--- config.mk ---
export PLATFORM = sky130hd
export DESIGN_NAME = fsp_top
export DESIGN_NICKNAME = d
export VERILOG_FILES = /design/src/hw/fsp_range_dec.v /design/src/hw/fsp_loader.v /design/src/hw/fsp_top.v
export VERILOG_INCLUDE_DIRS = /design/src /design/src/hw
export SDC_FILE = /design/constraint.sdc
export NUM_CORES = 1
export LEC_CHECK = 0
export BUFFER_PORTS_ARGS = -buffer_cell sky130_fd_sc_hd__buf_2
export CAP_MARGIN = 20
export CORE_MARGIN = 2
export CORE_UTILIZATION = 40
export DETAILED_ROUTE_END_ITERATION = 12
export PLACE_DENSITY = 0.72
export REMOVE_ABC_BUFFERS = 1
export SETUP_SLACK_MARGIN = 0.2
export SYNTH_ARGS = -nofsm -noshare
export SYNTH_HDL_FRONTEND = slang
export SYNTH_HIERARCHICAL = 1
export SYNTH_SLANG_ARGS = --single-unit
--- constraint.sdc ---
create_clock -name ref_clk -period 4.4 [get_ports ref_clk]
set_input_delay 0.44 -clock ref_clk [delete_from_list [all_inputs] [get_ports ref_clk]]
set_output_delay 0.44 -clock ref_clk [all_outputs]
set_load 0.01 [all_outputs]
--- src/hw/fsp_defs.vh ---
`ifndef FSP_DEFS_VH
`define FSP_DEFS_VH

// register byte offsets on the bus
`define FSP_OFF_PROT        8'h00
`define FSP_OFF_STAT        8'h04
`define FSP_OFF_ADDR_W      8

// protection setting fields
`define FSP_OPEN_BIT        7
`define FSP_SPARE_BIT       6
`define FSP_HDIS_BIT        5
`define FSP_HS_HI           4
`define FSP_HS_LO           3
`define FSP_LDIS_BIT        2
`define FSP_LS_HI           1
`define FSP_LS_LO           0
`define FSP_PROT_RST        8'h00

// status register fields
`define FSP_STAT_VIOL_BIT   0
`define FSP_STAT_LOAD_BIT   1
`define FSP_STAT_SCEN_LO    2
`define FSP_STAT_SCEN_HI    4

// protection byte location in the array
`define FSP_LOAD_ADDR       16'hFF0D

// high range start per size code, all end at top of map
`define FSP_HI_START_0      16'hF800
`define FSP_HI_START_1      16'hF000
`define FSP_HI_START_2      16'hE000
`define FSP_HI_START_3      16'hC000
`define FSP_HI_END          16'hFFFF

// low range end per size code, all start at the same base
`define FSP_LO_START        16'h4000
`define FSP_LO_END_0        16'h43FF
`define FSP_LO_END_1        16'h47FF
`define FSP_LO_END_2        16'h4FFF
`define FSP_LO_END_3        16'h5FFF

// allowed target scenarios per source, bit n = target n
`define FSP_ALLOW_0         8'h0F
`define FSP_ALLOW_1         8'h0A
`define FSP_ALLOW_2         8'h0C
`define FSP_ALLOW_3         8'h08
`define FSP_ALLOW_4         8'h18
`define FSP_ALLOW_5         8'h3A
`define FSP_ALLOW_6         8'h5A
`define FSP_ALLOW_7         8'hFF

`define FSP_RESP_OKAY       2'b00
`define FSP_RESP_SLVERR     2'b10

`endif

--- src/hw/fsp_range_dec.v ---
`include "fsp_defs.vh"
`default_nettype none

module fsp_range_dec (
   input  wire [15:0] addr,
   input  wire [7:0]  setting,
   output wire        is_protected
);

   wire [1:0] hs = setting[`FSP_HS_HI:`FSP_HS_LO];
   wire [1:0] ls = setting[`FSP_LS_HI:`FSP_LS_LO];
   reg  [15:0] hi_start;
   reg  [15:0] lo_end;

   always @* begin
      case (hs)
         2'b00:   hi_start = `FSP_HI_START_0;
         2'b01:   hi_start = `FSP_HI_START_1;
         2'b10:   hi_start = `FSP_HI_START_2;
         default: hi_start = `FSP_HI_START_3;
      endcase
      case (ls)
         2'b00:   lo_end = `FSP_LO_END_0;
         2'b01:   lo_end = `FSP_LO_END_1;
         2'b10:   lo_end = `FSP_LO_END_2;
         default: lo_end = `FSP_LO_END_3;
      endcase
   end

   // a disable bit of 1 removes its range entirely
   wire in_hi = !setting[`FSP_HDIS_BIT] && addr >= hi_start
                && addr <= `FSP_HI_END;
   wire in_lo = !setting[`FSP_LDIS_BIT] && addr >= `FSP_LO_START
                && addr <= lo_end;
   wire in_any = in_hi | in_lo;

   // open polarity: ranges protected; closed: ranges are the only holes
   assign is_protected = setting[`FSP_OPEN_BIT] ? in_any
                                                : !in_any;

endmodule // fsp_range_dec
`default_nettype wire

--- src/hw/fsp_loader.v ---
`include "fsp_defs.vh"
`default_nettype none

module fsp_loader (
   input  wire        ref_clk,
   input  wire        resetn,
   input  wire [7:0]  flash_rd_data,
   input  wire        flash_rd_valid,
   output reg         flash_rd_req,
   output reg  [15:0] flash_rd_addr,
   output reg         ld_done,
   output reg  [7:0]  ld_data
);

   localparam ST_REQ  = 1'b0;
   localparam ST_DONE = 1'b1;

   reg state_reg;

   // fetch the stored protection byte once after reset
   always @(posedge ref_clk or negedge resetn) begin
      if (!resetn) begin
         state_reg     <= ST_REQ;
         flash_rd_req  <= 1'b0;
         flash_rd_addr <= 16'h0000;
         ld_done       <= 1'b0;
         ld_data       <= 8'h00;
      end else begin
         case (state_reg)
            ST_REQ: begin
               flash_rd_addr <= `FSP_LOAD_ADDR;
               flash_rd_req  <= !flash_rd_valid;
               if (flash_rd_valid && flash_rd_req) begin
                  ld_data   <= flash_rd_data;
                  ld_done   <= 1'b1;
                  state_reg <= ST_DONE;
               end
            end
            ST_DONE: begin
               flash_rd_req <= 1'b0;
            end
            default: state_reg <= ST_REQ;
         endcase
      end
   end

endmodule // fsp_loader
`default_nettype wire

--- src/hw/fsp_top.v ---
`include "fsp_defs.vh"
`default_nettype none

module fsp_top (
   input  wire        ref_clk,
   input  wire        resetn,
   input  wire [7:0]  s_axi_awaddr,
   input  wire        s_axi_awvalid,
   output reg         s_axi_awready,
   input  wire [31:0] s_axi_wdata,
   input  wire [3:0]  s_axi_wstrb,
   input  wire        s_axi_wvalid,
   output reg         s_axi_wready,
   output reg  [1:0]  s_axi_bresp,
   output reg         s_axi_bvalid,
   input  wire        s_axi_bready,
   input  wire [7:0]  s_axi_araddr,
   input  wire        s_axi_arvalid,
   output reg         s_axi_arready,
   output reg  [31:0] s_axi_rdata,
   output reg  [1:0]  s_axi_rresp,
   output reg         s_axi_rvalid,
   input  wire        s_axi_rready,
   input  wire [7:0]  flash_rd_data,
   input  wire        flash_rd_valid,
   output wire        flash_rd_req,
   output wire [15:0] flash_rd_addr,
   input  wire        cmd_valid,
   input  wire        cmd_mass,
   input  wire [15:0] cmd_addr,
   output reg         cmd_accept,
   output reg         cmd_refuse,
   output reg         protect_violation_flag,
   output reg  [7:0]  prot_setting
);

   function [2:0] scen_of;
      input [7:0] s;
      begin
         scen_of = {s[`FSP_OPEN_BIT], s[`FSP_HDIS_BIT],
                    s[`FSP_LDIS_BIT]};
      end
   endfunction

   function allowed;
      input [2:0] from;
      input [2:0] to;
      reg   [7:0] mask;
      begin
         mask = 8'h00;
         case (from)
            3'd0:    mask = `FSP_ALLOW_0;
            3'd1:    mask = `FSP_ALLOW_1;
            3'd2:    mask = `FSP_ALLOW_2;
            3'd3:    mask = `FSP_ALLOW_3;
            3'd4:    mask = `FSP_ALLOW_4;
            3'd5:    mask = `FSP_ALLOW_5;
            3'd6:    mask = `FSP_ALLOW_6;
            default: mask = `FSP_ALLOW_7;
         endcase
         allowed = mask[to];
      end
   endfunction

   // ---------------- reset-time load ----------------
   // commands are refused and setting writes dropped until this load has landed
   wire       ld_done;
   wire [7:0] ld_data;
   reg        loaded_reg;

   fsp_loader u_loader (
      .ref_clk        (ref_clk),
      .resetn         (resetn),
      .flash_rd_data  (flash_rd_data),
      .flash_rd_valid (flash_rd_valid),
      .flash_rd_req   (flash_rd_req),
      .flash_rd_addr  (flash_rd_addr),
      .ld_done        (ld_done),
      .ld_data        (ld_data)
   );

   // ---------------- address decode ----------------
   // decode runs on the enforced setting, never on a pending write
   wire addr_prot;

   fsp_range_dec u_dec (
      .addr         (cmd_addr),
      .setting      (prot_setting),
      .is_protected (addr_prot)
   );

   // ---------------- bus write side ----------------
   reg        aw_got_reg;
   reg        aw_got_next;
   reg [7:0]  aw_addr_reg;
   reg [7:0]  aw_addr_next;
   reg        w_got_reg;
   reg        w_got_next;
   reg [31:0] w_data_reg;
   reg [31:0] w_data_next;
   reg [3:0]  w_strb_reg;
   reg [3:0]  w_strb_next;
   reg        bvalid_next;
   reg        do_write;

   wire aw_take = s_axi_awvalid && s_axi_awready;
   wire w_take  = s_axi_wvalid && s_axi_wready;

   always @* begin
      aw_got_next  = aw_got_reg | aw_take;
      aw_addr_next = aw_take ? s_axi_awaddr : aw_addr_reg;
      w_got_next   = w_got_reg | w_take;
      w_data_next  = w_take ? s_axi_wdata : w_data_reg;
      w_strb_next  = w_take ? s_axi_wstrb : w_strb_reg;
      bvalid_next  = s_axi_bvalid && !s_axi_bready;
      do_write     = 1'b0;
      // address and data may arrive in either order
      if (aw_got_next && w_got_next && !s_axi_bvalid) begin
         do_write    = 1'b1;
         aw_got_next = 1'b0;
         w_got_next  = 1'b0;
         bvalid_next = 1'b1;
      end
   end

   wire wr_prot = do_write && aw_addr_next == `FSP_OFF_PROT
                  && w_strb_next[0];
   wire wr_stat = do_write && aw_addr_next == `FSP_OFF_STAT
                  && w_strb_next[0];
   wire wr_map  = aw_addr_next == `FSP_OFF_PROT
                  || aw_addr_next == `FSP_OFF_STAT;

   // candidate setting: locked fields keep their old value
   wire [7:0] wd = w_data_next[7:0];
   reg  [7:0] cand;

   always @* begin
      // spare flag and size fields start from the enforced value
      cand                = prot_setting;
      cand[`FSP_OPEN_BIT] = wd[`FSP_OPEN_BIT];
      cand[`FSP_HDIS_BIT] = wd[`FSP_HDIS_BIT];
      cand[`FSP_LDIS_BIT] = wd[`FSP_LDIS_BIT];
      // size unlock follows the old disable bit, not the written one
      if (prot_setting[`FSP_HDIS_BIT]) begin
         cand[`FSP_HS_HI:`FSP_HS_LO] = wd[`FSP_HS_HI:`FSP_HS_LO];
      end
      if (prot_setting[`FSP_LDIS_BIT]) begin
         cand[`FSP_LS_HI:`FSP_LS_LO] = wd[`FSP_LS_HI:`FSP_LS_LO];
      end
   end
   // the table forbids every 0->1 of the open bit as well
   wire cand_ok = loaded_reg
                  && allowed(scen_of(prot_setting), scen_of(cand));

   always @(posedge ref_clk or negedge resetn) begin
      if (!resetn) begin
         aw_got_reg    <= 1'b0;
         aw_addr_reg   <= 8'h00;
         w_got_reg     <= 1'b0;
         w_data_reg    <= 32'h0000_0000;
         w_strb_reg    <= 4'h0;
         s_axi_bvalid  <= 1'b0;
         s_axi_bresp   <= `FSP_RESP_OKAY;
         s_axi_awready <= 1'b0;
         s_axi_wready  <= 1'b0;
      end else begin
         aw_got_reg    <= aw_got_next;
         aw_addr_reg   <= aw_addr_next;
         w_got_reg     <= w_got_next;
         w_data_reg    <= w_data_next;
         w_strb_reg    <= w_strb_next;
         s_axi_bvalid  <= bvalid_next;
         // no new address or data while a response is pending
         s_axi_awready <= !aw_got_next && !bvalid_next;
         s_axi_wready  <= !w_got_next && !bvalid_next;
         // unmapped offsets answer with an error, nothing is stored
         if (do_write) begin
            s_axi_bresp <= wr_map ? `FSP_RESP_OKAY : `FSP_RESP_SLVERR;
         end
      end
   end

   // ---------------- protection setting ----------------
   // the stored byte wins over a bus write in the same cycle
   always @(posedge ref_clk or negedge resetn) begin
      if (!resetn) begin
         prot_setting <= `FSP_PROT_RST;
         loaded_reg   <= 1'b0;
      end else if (ld_done && !loaded_reg) begin
         prot_setting <= ld_data;
         loaded_reg   <= 1'b1;
      end else if (wr_prot && cand_ok) begin
         prot_setting <= cand;
      end
   end

   // ---------------- command check ----------------
   wire full_open = prot_setting[`FSP_OPEN_BIT]
                    && prot_setting[`FSP_HDIS_BIT]
                    && prot_setting[`FSP_LDIS_BIT];
   wire cmd_bad   = cmd_mass ? !full_open : addr_prot;
   // nothing launches before the setting is known or while flag stands
   wire cmd_block = !loaded_reg || protect_violation_flag;
   wire viol_set  = cmd_valid && loaded_reg && cmd_bad;
   wire viol_clr  = wr_stat && wd[`FSP_STAT_VIOL_BIT];
   reg  accept_next;
   reg  refuse_next;
   reg  viol_next;

   always @* begin
      accept_next = 1'b0;
      refuse_next = 1'b0;
      viol_next   = protect_violation_flag;
      if (cmd_valid) begin
         if (cmd_block || cmd_bad) begin
            refuse_next = 1'b1;
         end else begin
            accept_next = 1'b1;
         end
      end
      // set beats a simultaneous clear
      if (viol_set) begin
         viol_next = 1'b1;
      end else if (viol_clr) begin
         viol_next = 1'b0;
      end
   end

   always @(posedge ref_clk or negedge resetn) begin
      if (!resetn) begin
         cmd_accept             <= 1'b0;
         cmd_refuse             <= 1'b0;
         protect_violation_flag <= 1'b0;
      end else begin
         cmd_accept             <= accept_next;
         cmd_refuse             <= refuse_next;
         protect_violation_flag <= viol_next;
      end
   end

   // ---------------- bus read side ----------------
   wire ar_take = s_axi_arvalid && s_axi_arready;
   reg [31:0] rd_word;
   reg        rd_hit;

   always @* begin
      rd_word = 32'h0000_0000;
      rd_hit  = 1'b1;
      case (s_axi_araddr)
         `FSP_OFF_PROT: rd_word[7:0] = prot_setting;
         // status: flag, loaded and scenario number
         `FSP_OFF_STAT: begin
            rd_word[`FSP_STAT_VIOL_BIT] = protect_violation_flag;
            rd_word[`FSP_STAT_LOAD_BIT] = loaded_reg;
            rd_word[`FSP_STAT_SCEN_HI:`FSP_STAT_SCEN_LO] =
               scen_of(prot_setting);
         end
         default: rd_hit = 1'b0;
      endcase
   end

   // one read at a time: arready waits for the response to go
   always @(posedge ref_clk or negedge resetn) begin
      if (!resetn) begin
         s_axi_arready <= 1'b0;
         s_axi_rvalid  <= 1'b0;
         s_axi_rdata   <= 32'h0000_0000;
         s_axi_rresp   <= `FSP_RESP_OKAY;
      end else if (ar_take) begin
         s_axi_arready <= 1'b0;
         s_axi_rvalid  <= 1'b1;
         s_axi_rdata   <= rd_word;
         s_axi_rresp   <= rd_hit ? `FSP_RESP_OKAY : `FSP_RESP_SLVERR;
      end else if (s_axi_rvalid && s_axi_rready) begin
         s_axi_rvalid  <= 1'b0;
         s_axi_arready <= 1'b1;
      end else if (!s_axi_rvalid) begin
         s_axi_arready <= 1'b1;
      end
   end

endmodule // fsp_top
`default_nettype wire

## Word level (Yosys, flattened, before mapping)

Index checks and enable logic that the tools add are counted.

| storage, ports and cells | value |
|---|---|
| register bits | 60 |
| output and inout bits | 69 |
| logic and storage cells | 140 |

| operators by class | value |
|---|---|
| $lt $le $gt $ge | 5 |
| equal/unequal tests | 13 |
| mux-type cells | 37 |
| bitwise logic cells | 4 |
| reduce and logical (&&, ||, !) cells | 54 |

Operators with widths:

| cell | count |
|---|---|
| one-hot mux 8 bit (7 select lines) | 1 |
| one-hot mux 14 bit (3 select lines) | 1 |
| one-hot mux 13 bit (3 select lines) | 1 |
| 2-to-1 mux 8 bit | 4 |
| logical AND 1 bit | 26 |
| 2-to-1 mux 1 bit | 22 |
| equality test 8 x 3 -> 1 bit, second input constant | 2 |
| >= comparator 16 x 15 -> 1 bit, second input constant | 1 |
| >= comparator 16 bit | 1 |
| less-or-equal comparator 16 x 15 -> 1 bit | 1 |
| less-or-equal comparator 16 bit, second input constant | 1 |
| zero test 8 bit | 2 |
| zero test 1 bit | 11 |
| one-hot mux 5 bit (2 select lines) | 1 |
| nonzero test 2 bit | 5 |
| equality test 3 bit, second input constant | 3 |
| 2-to-1 mux 2 bit | 4 |
| equality test 3 x 2 -> 1 bit, second input constant | 2 |
| AND reduction 2 bit | 3 |
| equality test 2 x 1 -> 1 bit, second input constant | 2 |
| equality test 2 bit, second input constant | 2 |
| zero test 2 bit | 2 |
| < comparator 3 x 4 -> 1 bit, second input constant | 1 |
| binary-select mux 1 bit (select 3 bit) | 1 |
| 9 further kinds | 13 |

## Logic depth before layout (Yosys ltp)

| logic depth | value |
|---|---|
| word-level depth | 12 |
| depth in mapped cells | 10 |
| mapped depth without buffers | 10 |

## Cells and area by module

Netlist, hierarchy kept.

Modules (own cells, without submodules):

| module | times used | cells an instance | area each (µm²) | seq. area each (µm²) |
|---|---|---|---|---|
| fsp_top | 1 | 208 | 2,240.9 | 1,126.1 |
| fsp_loader | 1 | 41 | 553.0 | 300.3 |
| fsp_range_dec | 1 | 33 | 255.2 | 0.0 |

## Worst setup path after synthesis

OpenSTA, ideal clock, no wires.

| timing path | value |
|---|---|
| path type | register to register |
| start | register prot_setting[3] |
| end | register cmd_accept |
| setup time | 0.066 ns |
| arrival time | 2.108 ns |
| data required time | 4.334 ns |
| setup slack | 2.225 ns |
| cell stages (with the launch flop) | 11 |
| buffers on the path | 0 |
| cells stage by stage | dfrtp_1 -> and2_1 -> ha_1 -> nor4b_2 -> nand4_1 -> a311oi_1 -> a31oi_1 -> xor2_1 -> mux2_2 -> nor2_1 -> and3_1 |

| on the way | value |
|---|---|
| word-level cells in the longest chain between the ends | 12 |

RTL lines:

| what | line | text |
|---|---|---|
| from (decl) | fsp_top.v:34 | `output reg [7:0] prot_setting` |
| from (signal assigned) | fsp_top.v:187 | `` prot_setting <= `FSP_PROT_RST; `` |
| from (signal assigned) | fsp_top.v:190 | `prot_setting <= ld_data;` |
| from (signal assigned) | fsp_top.v:193 | `prot_setting <= cand;` |
| equality test 2 bit (tied with other cells) | fsp_range_dec.v:16 | `case (hs)` |
| one-hot mux 14 bit (3 select lines) (*) | fsp_range_dec.v:16 |  |
| >= comparator 16 bit (*) | fsp_range_dec.v:31 | `` wire in_hi = !setting[`FSP_HDIS_BIT] && addr >= hi_start `` |
| logical AND 1 bit (*) | fsp_range_dec.v:31 |  |
| logical AND 1 bit (no line) (*) | -- |  |
| bitwise OR 1 bit (*) | fsp_range_dec.v:35 | `wire in_any = in_hi \| in_lo;` |
| zero test 1 bit | fsp_range_dec.v:39 | `: !in_any;` |
| 2-to-1 mux 1 bit (*) | fsp_range_dec.v:38 | `` assign is_protected = setting[`FSP_OPEN_BIT] ? in_any `` |
| net addr_prot | fsp_top.v:84 | `wire addr_prot;` |
| 2-to-1 mux 1 bit (*) | fsp_top.v:201 | `wire cmd_bad = cmd_mass ? !full_open : addr_prot;` |
| logical OR 1 bit (*) | fsp_top.v:215 | `if (cmd_block \|\| cmd_bad) begin` |
| 2-to-1 mux 1 bit (*) | fsp_top.v:215 |  |
| 2-to-1 mux 1 bit (*) | fsp_top.v:214 | `if (cmd_valid) begin` |
| net accept_next | fsp_top.v:206 | `reg accept_next;` |
| to (signal assigned) | fsp_top.v:235 | `cmd_accept <= accept_next;` |
| to (decl) | fsp_top.v:31 | `output reg cmd_accept,` |

Mark *: on every way through the listed nets, which the timed path passes. The rest lies on a longest branch.
A chain may end at the register's enable or synchronous reset.

## Final worst setup path

| timing path | value |
|---|---|
| start | register s_axi_wready |
| end | register prot_setting[5] |

| on the way | value |
|---|---|
| word-level cells in the longest chain between the ends | 9 |

RTL lines:

| what | line | text |
|---|---|---|
| from (decl) | fsp_top.v:13 | `output reg s_axi_wready,` |
| from (signal assigned) | fsp_top.v:175 | `s_axi_wready <= !w_got_next && !bvalid_next;` |
| logical AND 1 bit (*) | fsp_top.v:107 | `wire w_take = s_axi_wvalid && s_axi_wready;` |
| parallel branches: the longest is 8 deep, another holds 2-to-1 mux 8 bit | -- |  |

Mark *: on every way between the ends. The select of a mux whose other input is x is not followed.

==> flow_metrics.env <==
export IMPL_status="finished clean"
export IMPL_critPathKind="reg -> reg"
export IMPL_async_flop_share_pct=100
export IMPL_die_w_um=91.3
export IMPL_final_cells=474
export IMPL_worstPathRequired_ns=4.61
export IMPL_slowest_stage="nor4_2"
export IMPL_htreeDepth=3
export IMPL_synth_edff_count=0
export IMPL_wl_per_cell_um=13.3
export IMPL_rows=31
export IMPL_period_share_pct=59.3
export IMPL_cp_start_kind="flip-flop"
export IMPL_r2r_end="prot_setting[5]"
export IMPL_rrSetupSlack_ns=1.79
export IMPL_cp_top_family="simple AND/OR/NAND/NOR gates"
export IMPL_num_antenna_cells=0
export IMPL_cp_arrival_ns=2.82
export IMPL_clock_latency_ns=0.33
export IMPL_cp_num_buf_inv=0
export IMPL_grt_first_pass_wirelength_um=10300
export IMPL_area_delta_synth_final_pct=18.7
export IMPL_yosysUniqueCellTypes=52
export IMPL_finalHoldViolCount=0
export IMPL_grt_max_degree=58
export IMPL_die_y_um=91.3
export IMPL_dp_cells=458
export IMPL_maxCapViolations=0
export IMPL_numCtsBuffers=9
export IMPL_drtIter0Drc=94
export IMPL_clk_pin_slew_ns=0.06
export IMPL_holdCritPathClass="in -> async"
export IMPL_crit_chain="nand2_4 > mux2i_1 > a21oi_1 > nor4_2 > a211oi_1 > a211o_1"
export IMPL_relSlewSlack_pct=35.3
export IMPL_place_ws_ns=1.59
export IMPL_reg2reg_depth=6
export IMPL_grt_use_total_pct=15.7
export IMPL_ys_warnings_count=6
export IMPL_place_hpwl_um=4930
export IMPL_max_freq_ghz=0.383
export IMPL_grt_pass1_vias=2174
export IMPL_p_leak_nw=1.83
export IMPL_antenna_left=0
export IMPL_yosysSeqAreaShare_pct=46.8
export IMPL_root_buffer="clkbuf_8"
export IMPL_power_density_nw_per_um2=474
export IMPL_dr_pass1_iters=4
export IMPL_finClkSkew_ns=0.00653
export IMPL_fin_crit_ns=2.61
export IMPL_clock_path_buffers=2
export IMPL_vdd_drop_max_mv=0.323
export IMPL_synth_top_flop_cell="dfrtp_1"
export IMPL_cts_tree="yes"
export IMPL_antenna_found_initial=0
export IMPL_io_pins=155
export IMPL_globalplace_congestion=0.949
export IMPL_end_kind="flip-flop"
export IMPL_rsz0062_at_grt="false"
export IMPL_synth_seq_cells=57
export IMPL_syn_inst=282
export IMPL_final_nets=462
export IMPL_routed_wl_um=6320
export IMPL_post_cts_setup_buffers=0
export IMPL_via_count=2273
export IMPL_setup_ws_ns=1.79
export IMPL_syn_avg_cell_area_um2=10.8
export IMPL_drive_gt1_share_pct=39.5
export IMPL_postCtsHoldBufs=0
export IMPL_cts_resized=0
export IMPL_core_area_um2=7330
export IMPL_r2r_start="s_axi_wready"
export IMPL_avgViaCountPerCell=4.80
export IMPL_tightest_slew_ns=0.962
export IMPL_clkSinkCount=57
export IMPL_die_area_um2=8340
export IMPL_numPortBuffers=95
export IMPL_syn_cell_area_um2=3050
export IMPL_slew_violations=0
export IMPL_start_util_pct=41.6
export IMPL_report_power_total_mw=1.72
export IMPL_critical_path_max_fanout=12
export IMPL_slowest_delay_ns=0.86
export IMPL_drc_errors=0
export IMPL_setup_viol=0
export IMPL_grt_overflow=0
export IMPL_fin_setup_tns_ns=0
-- worst max path at each step --
stage	from	endpoint	slack [ns]	depth (start not counted)
finish	s_axi_wready	prot_setting[5]	1.79	6
global route	s_axi_awready	prot_setting[5]	1.60	6
CTS	s_axi_awready	prot_setting[5]	1.82	6
detailed placement	s_axi_awaddr[6]	prot_setting[5]	1.59	7
global placement	s_axi_awaddr[6]	prot_setting[5]	1.56	7
floorplan	s_axi_awaddr[6]	prot_setting[5]	2.04	6
-- power breakdown --
| part | leakage [nW] | switching [mW] | internal (mW) | total, mW |
|---|---|---|---|---|
| clock network | 0.102 | 0.199 | 0.272 | 0.471 |
| logic | 1.04 | 0.239 | 0.221 | 0.460 |
| registers | 0.686 | 0.112 | 0.673 | 0.785 |
| total | 1.83 | 0.550 | 1.17 | 1.72 |
-- worst register-to-register path: cells and delay by family, from the launching register on --
kind | cells | cell delay, ns
simple gates | 2 | 1.05
compound gates | 3 | 0.60
flops | 1 | 0.47
mux | 1 | 0.38
-- cell usage in the layout (no fill, tap or decap), types with 2 or more instances in the layout --
| cell | netlist | routed |
|---|---|---|
| buf_2 | 0 | 95 |
| dfrtp_1 | 57 | 57 |
| conb_1 | 2 | 31 |
| nand2_1 | 22 | 22 |
| mux2_2 | 20 | 20 |
| nor2_1 | 13 | 13 |
| inv_1 | 10 | 10 |
| clkbuf_8 | 0 | 10 |
| mux2i_1 | 9 | 9 |
| a21oi_1 | 7 | 7 |
| o21ai_0 | 7 | 7 |
| nand4_1 | 6 | 6 |
| ha_1 | 6 | 6 |
| nand3_1 | 5 | 5 |
| nand2b_1 | 5 | 5 |
| and2_1 | 5 | 5 |
| and3_1 | 5 | 5 |
| a211oi_1 | 5 | 5 |
| o31ai_2 | 4 | 4 |
| clkinv_2 | 0 | 4 |
| a31oi_1 | 3 | 3 |
| nor3_1 | 3 | 3 |
| a22o_1 | 3 | 3 |
| nor4b_2 | 3 | 3 |
| a21boi_0 | 2 | 2 |
| nor4_1 | 2 | 2 |
| o32ai_1 | 2 | 2 |
| and3b_1 | 2 | 2 |
| nor2b_1 | 2 | 2 |
-- per-layer routing --
metal,wire length [µm],vias up,global-route usage [%]
li1,-,1106,-
met4,63,0,3.66
met1,2810,1071,20.2
met3,452,6,6.39
met5,0,-,0
met2,2990,90,24.7
-- synth_stat cells, drive strengths merged (2+ instances only) --
master | instances | area [µm²]
conb | 2 | 7.51
a21o | 2 | 16.3
clkbuf | 5 | 18.8
and2 | 5 | 31.3
mux2 | 20 | 225
ha | 6 | 75.1
a21oi | 8 | 43.8
o32ai | 2 | 17.5
nand4 | 6 | 37.5
dfrtp | 57 | 1430
nor2 | 13 | 48.8
o21ai | 8 | 40.0
nor4b | 4 | 53.8
nor4 | 3 | 25.0
nand2b | 5 | 31.3
and3b | 2 | 17.5
nor3 | 4 | 25.0
nand2 | 23 | 93.8
nand3 | 5 | 25.0
and3 | 5 | 31.3
buf | 43 | 323
o31ai | 5 | 57.6
a211oi | 5 | 37.5
a21boi | 2 | 15.0
inv | 10 | 37.5
a22o | 3 | 26.3
nor2b | 2 | 12.5
a31oi | 3 | 18.8
mux2i | 9 | 90.1
-- cell type report --
| class | count | area (µm²) |
|---|---|---|
| multi-input cells | 196 | 1350 |
| fillers | 702 | 3710 |
| flip-flops and latches | 57 | 1430 |
| clock inverters | 6 | 57.6 |
| clock buffers | 10 | 138 |
| inverters | 10 | 37.5 |
| well taps | 99 | 124 |
| repair buffers | 96 | 483 |
-- stage by stage --
step                      instance area, µm²  util, %  hold WS [ns]
after detailed placement                3420     46.7         0.455
after CTS                               3620     49.4         0.264
after global routing                    3620     49.4         0.303
final                                   3620     49.4         0.245
after global placement                  3420     46.7         0.447
after floorplan                         2820        -         0.144
-- cells by family after synthesis --
kind of cell | Yosys count | share of synthesized area, %
AOI/OAI and AO/OA | 44 | 10.6
xor gates and xnor gates | 1 | 0.287
muxes | 29 | 10.3
buffers and inverters | 58 | 12.4
other | 2 | 0.246
and+or+nand+nor | 85 | 16.8
adders and majority gates | 6 | 2.46
DFF | 57 | 46.8
No activity file was read; power rests on OpenSTA's default activity.
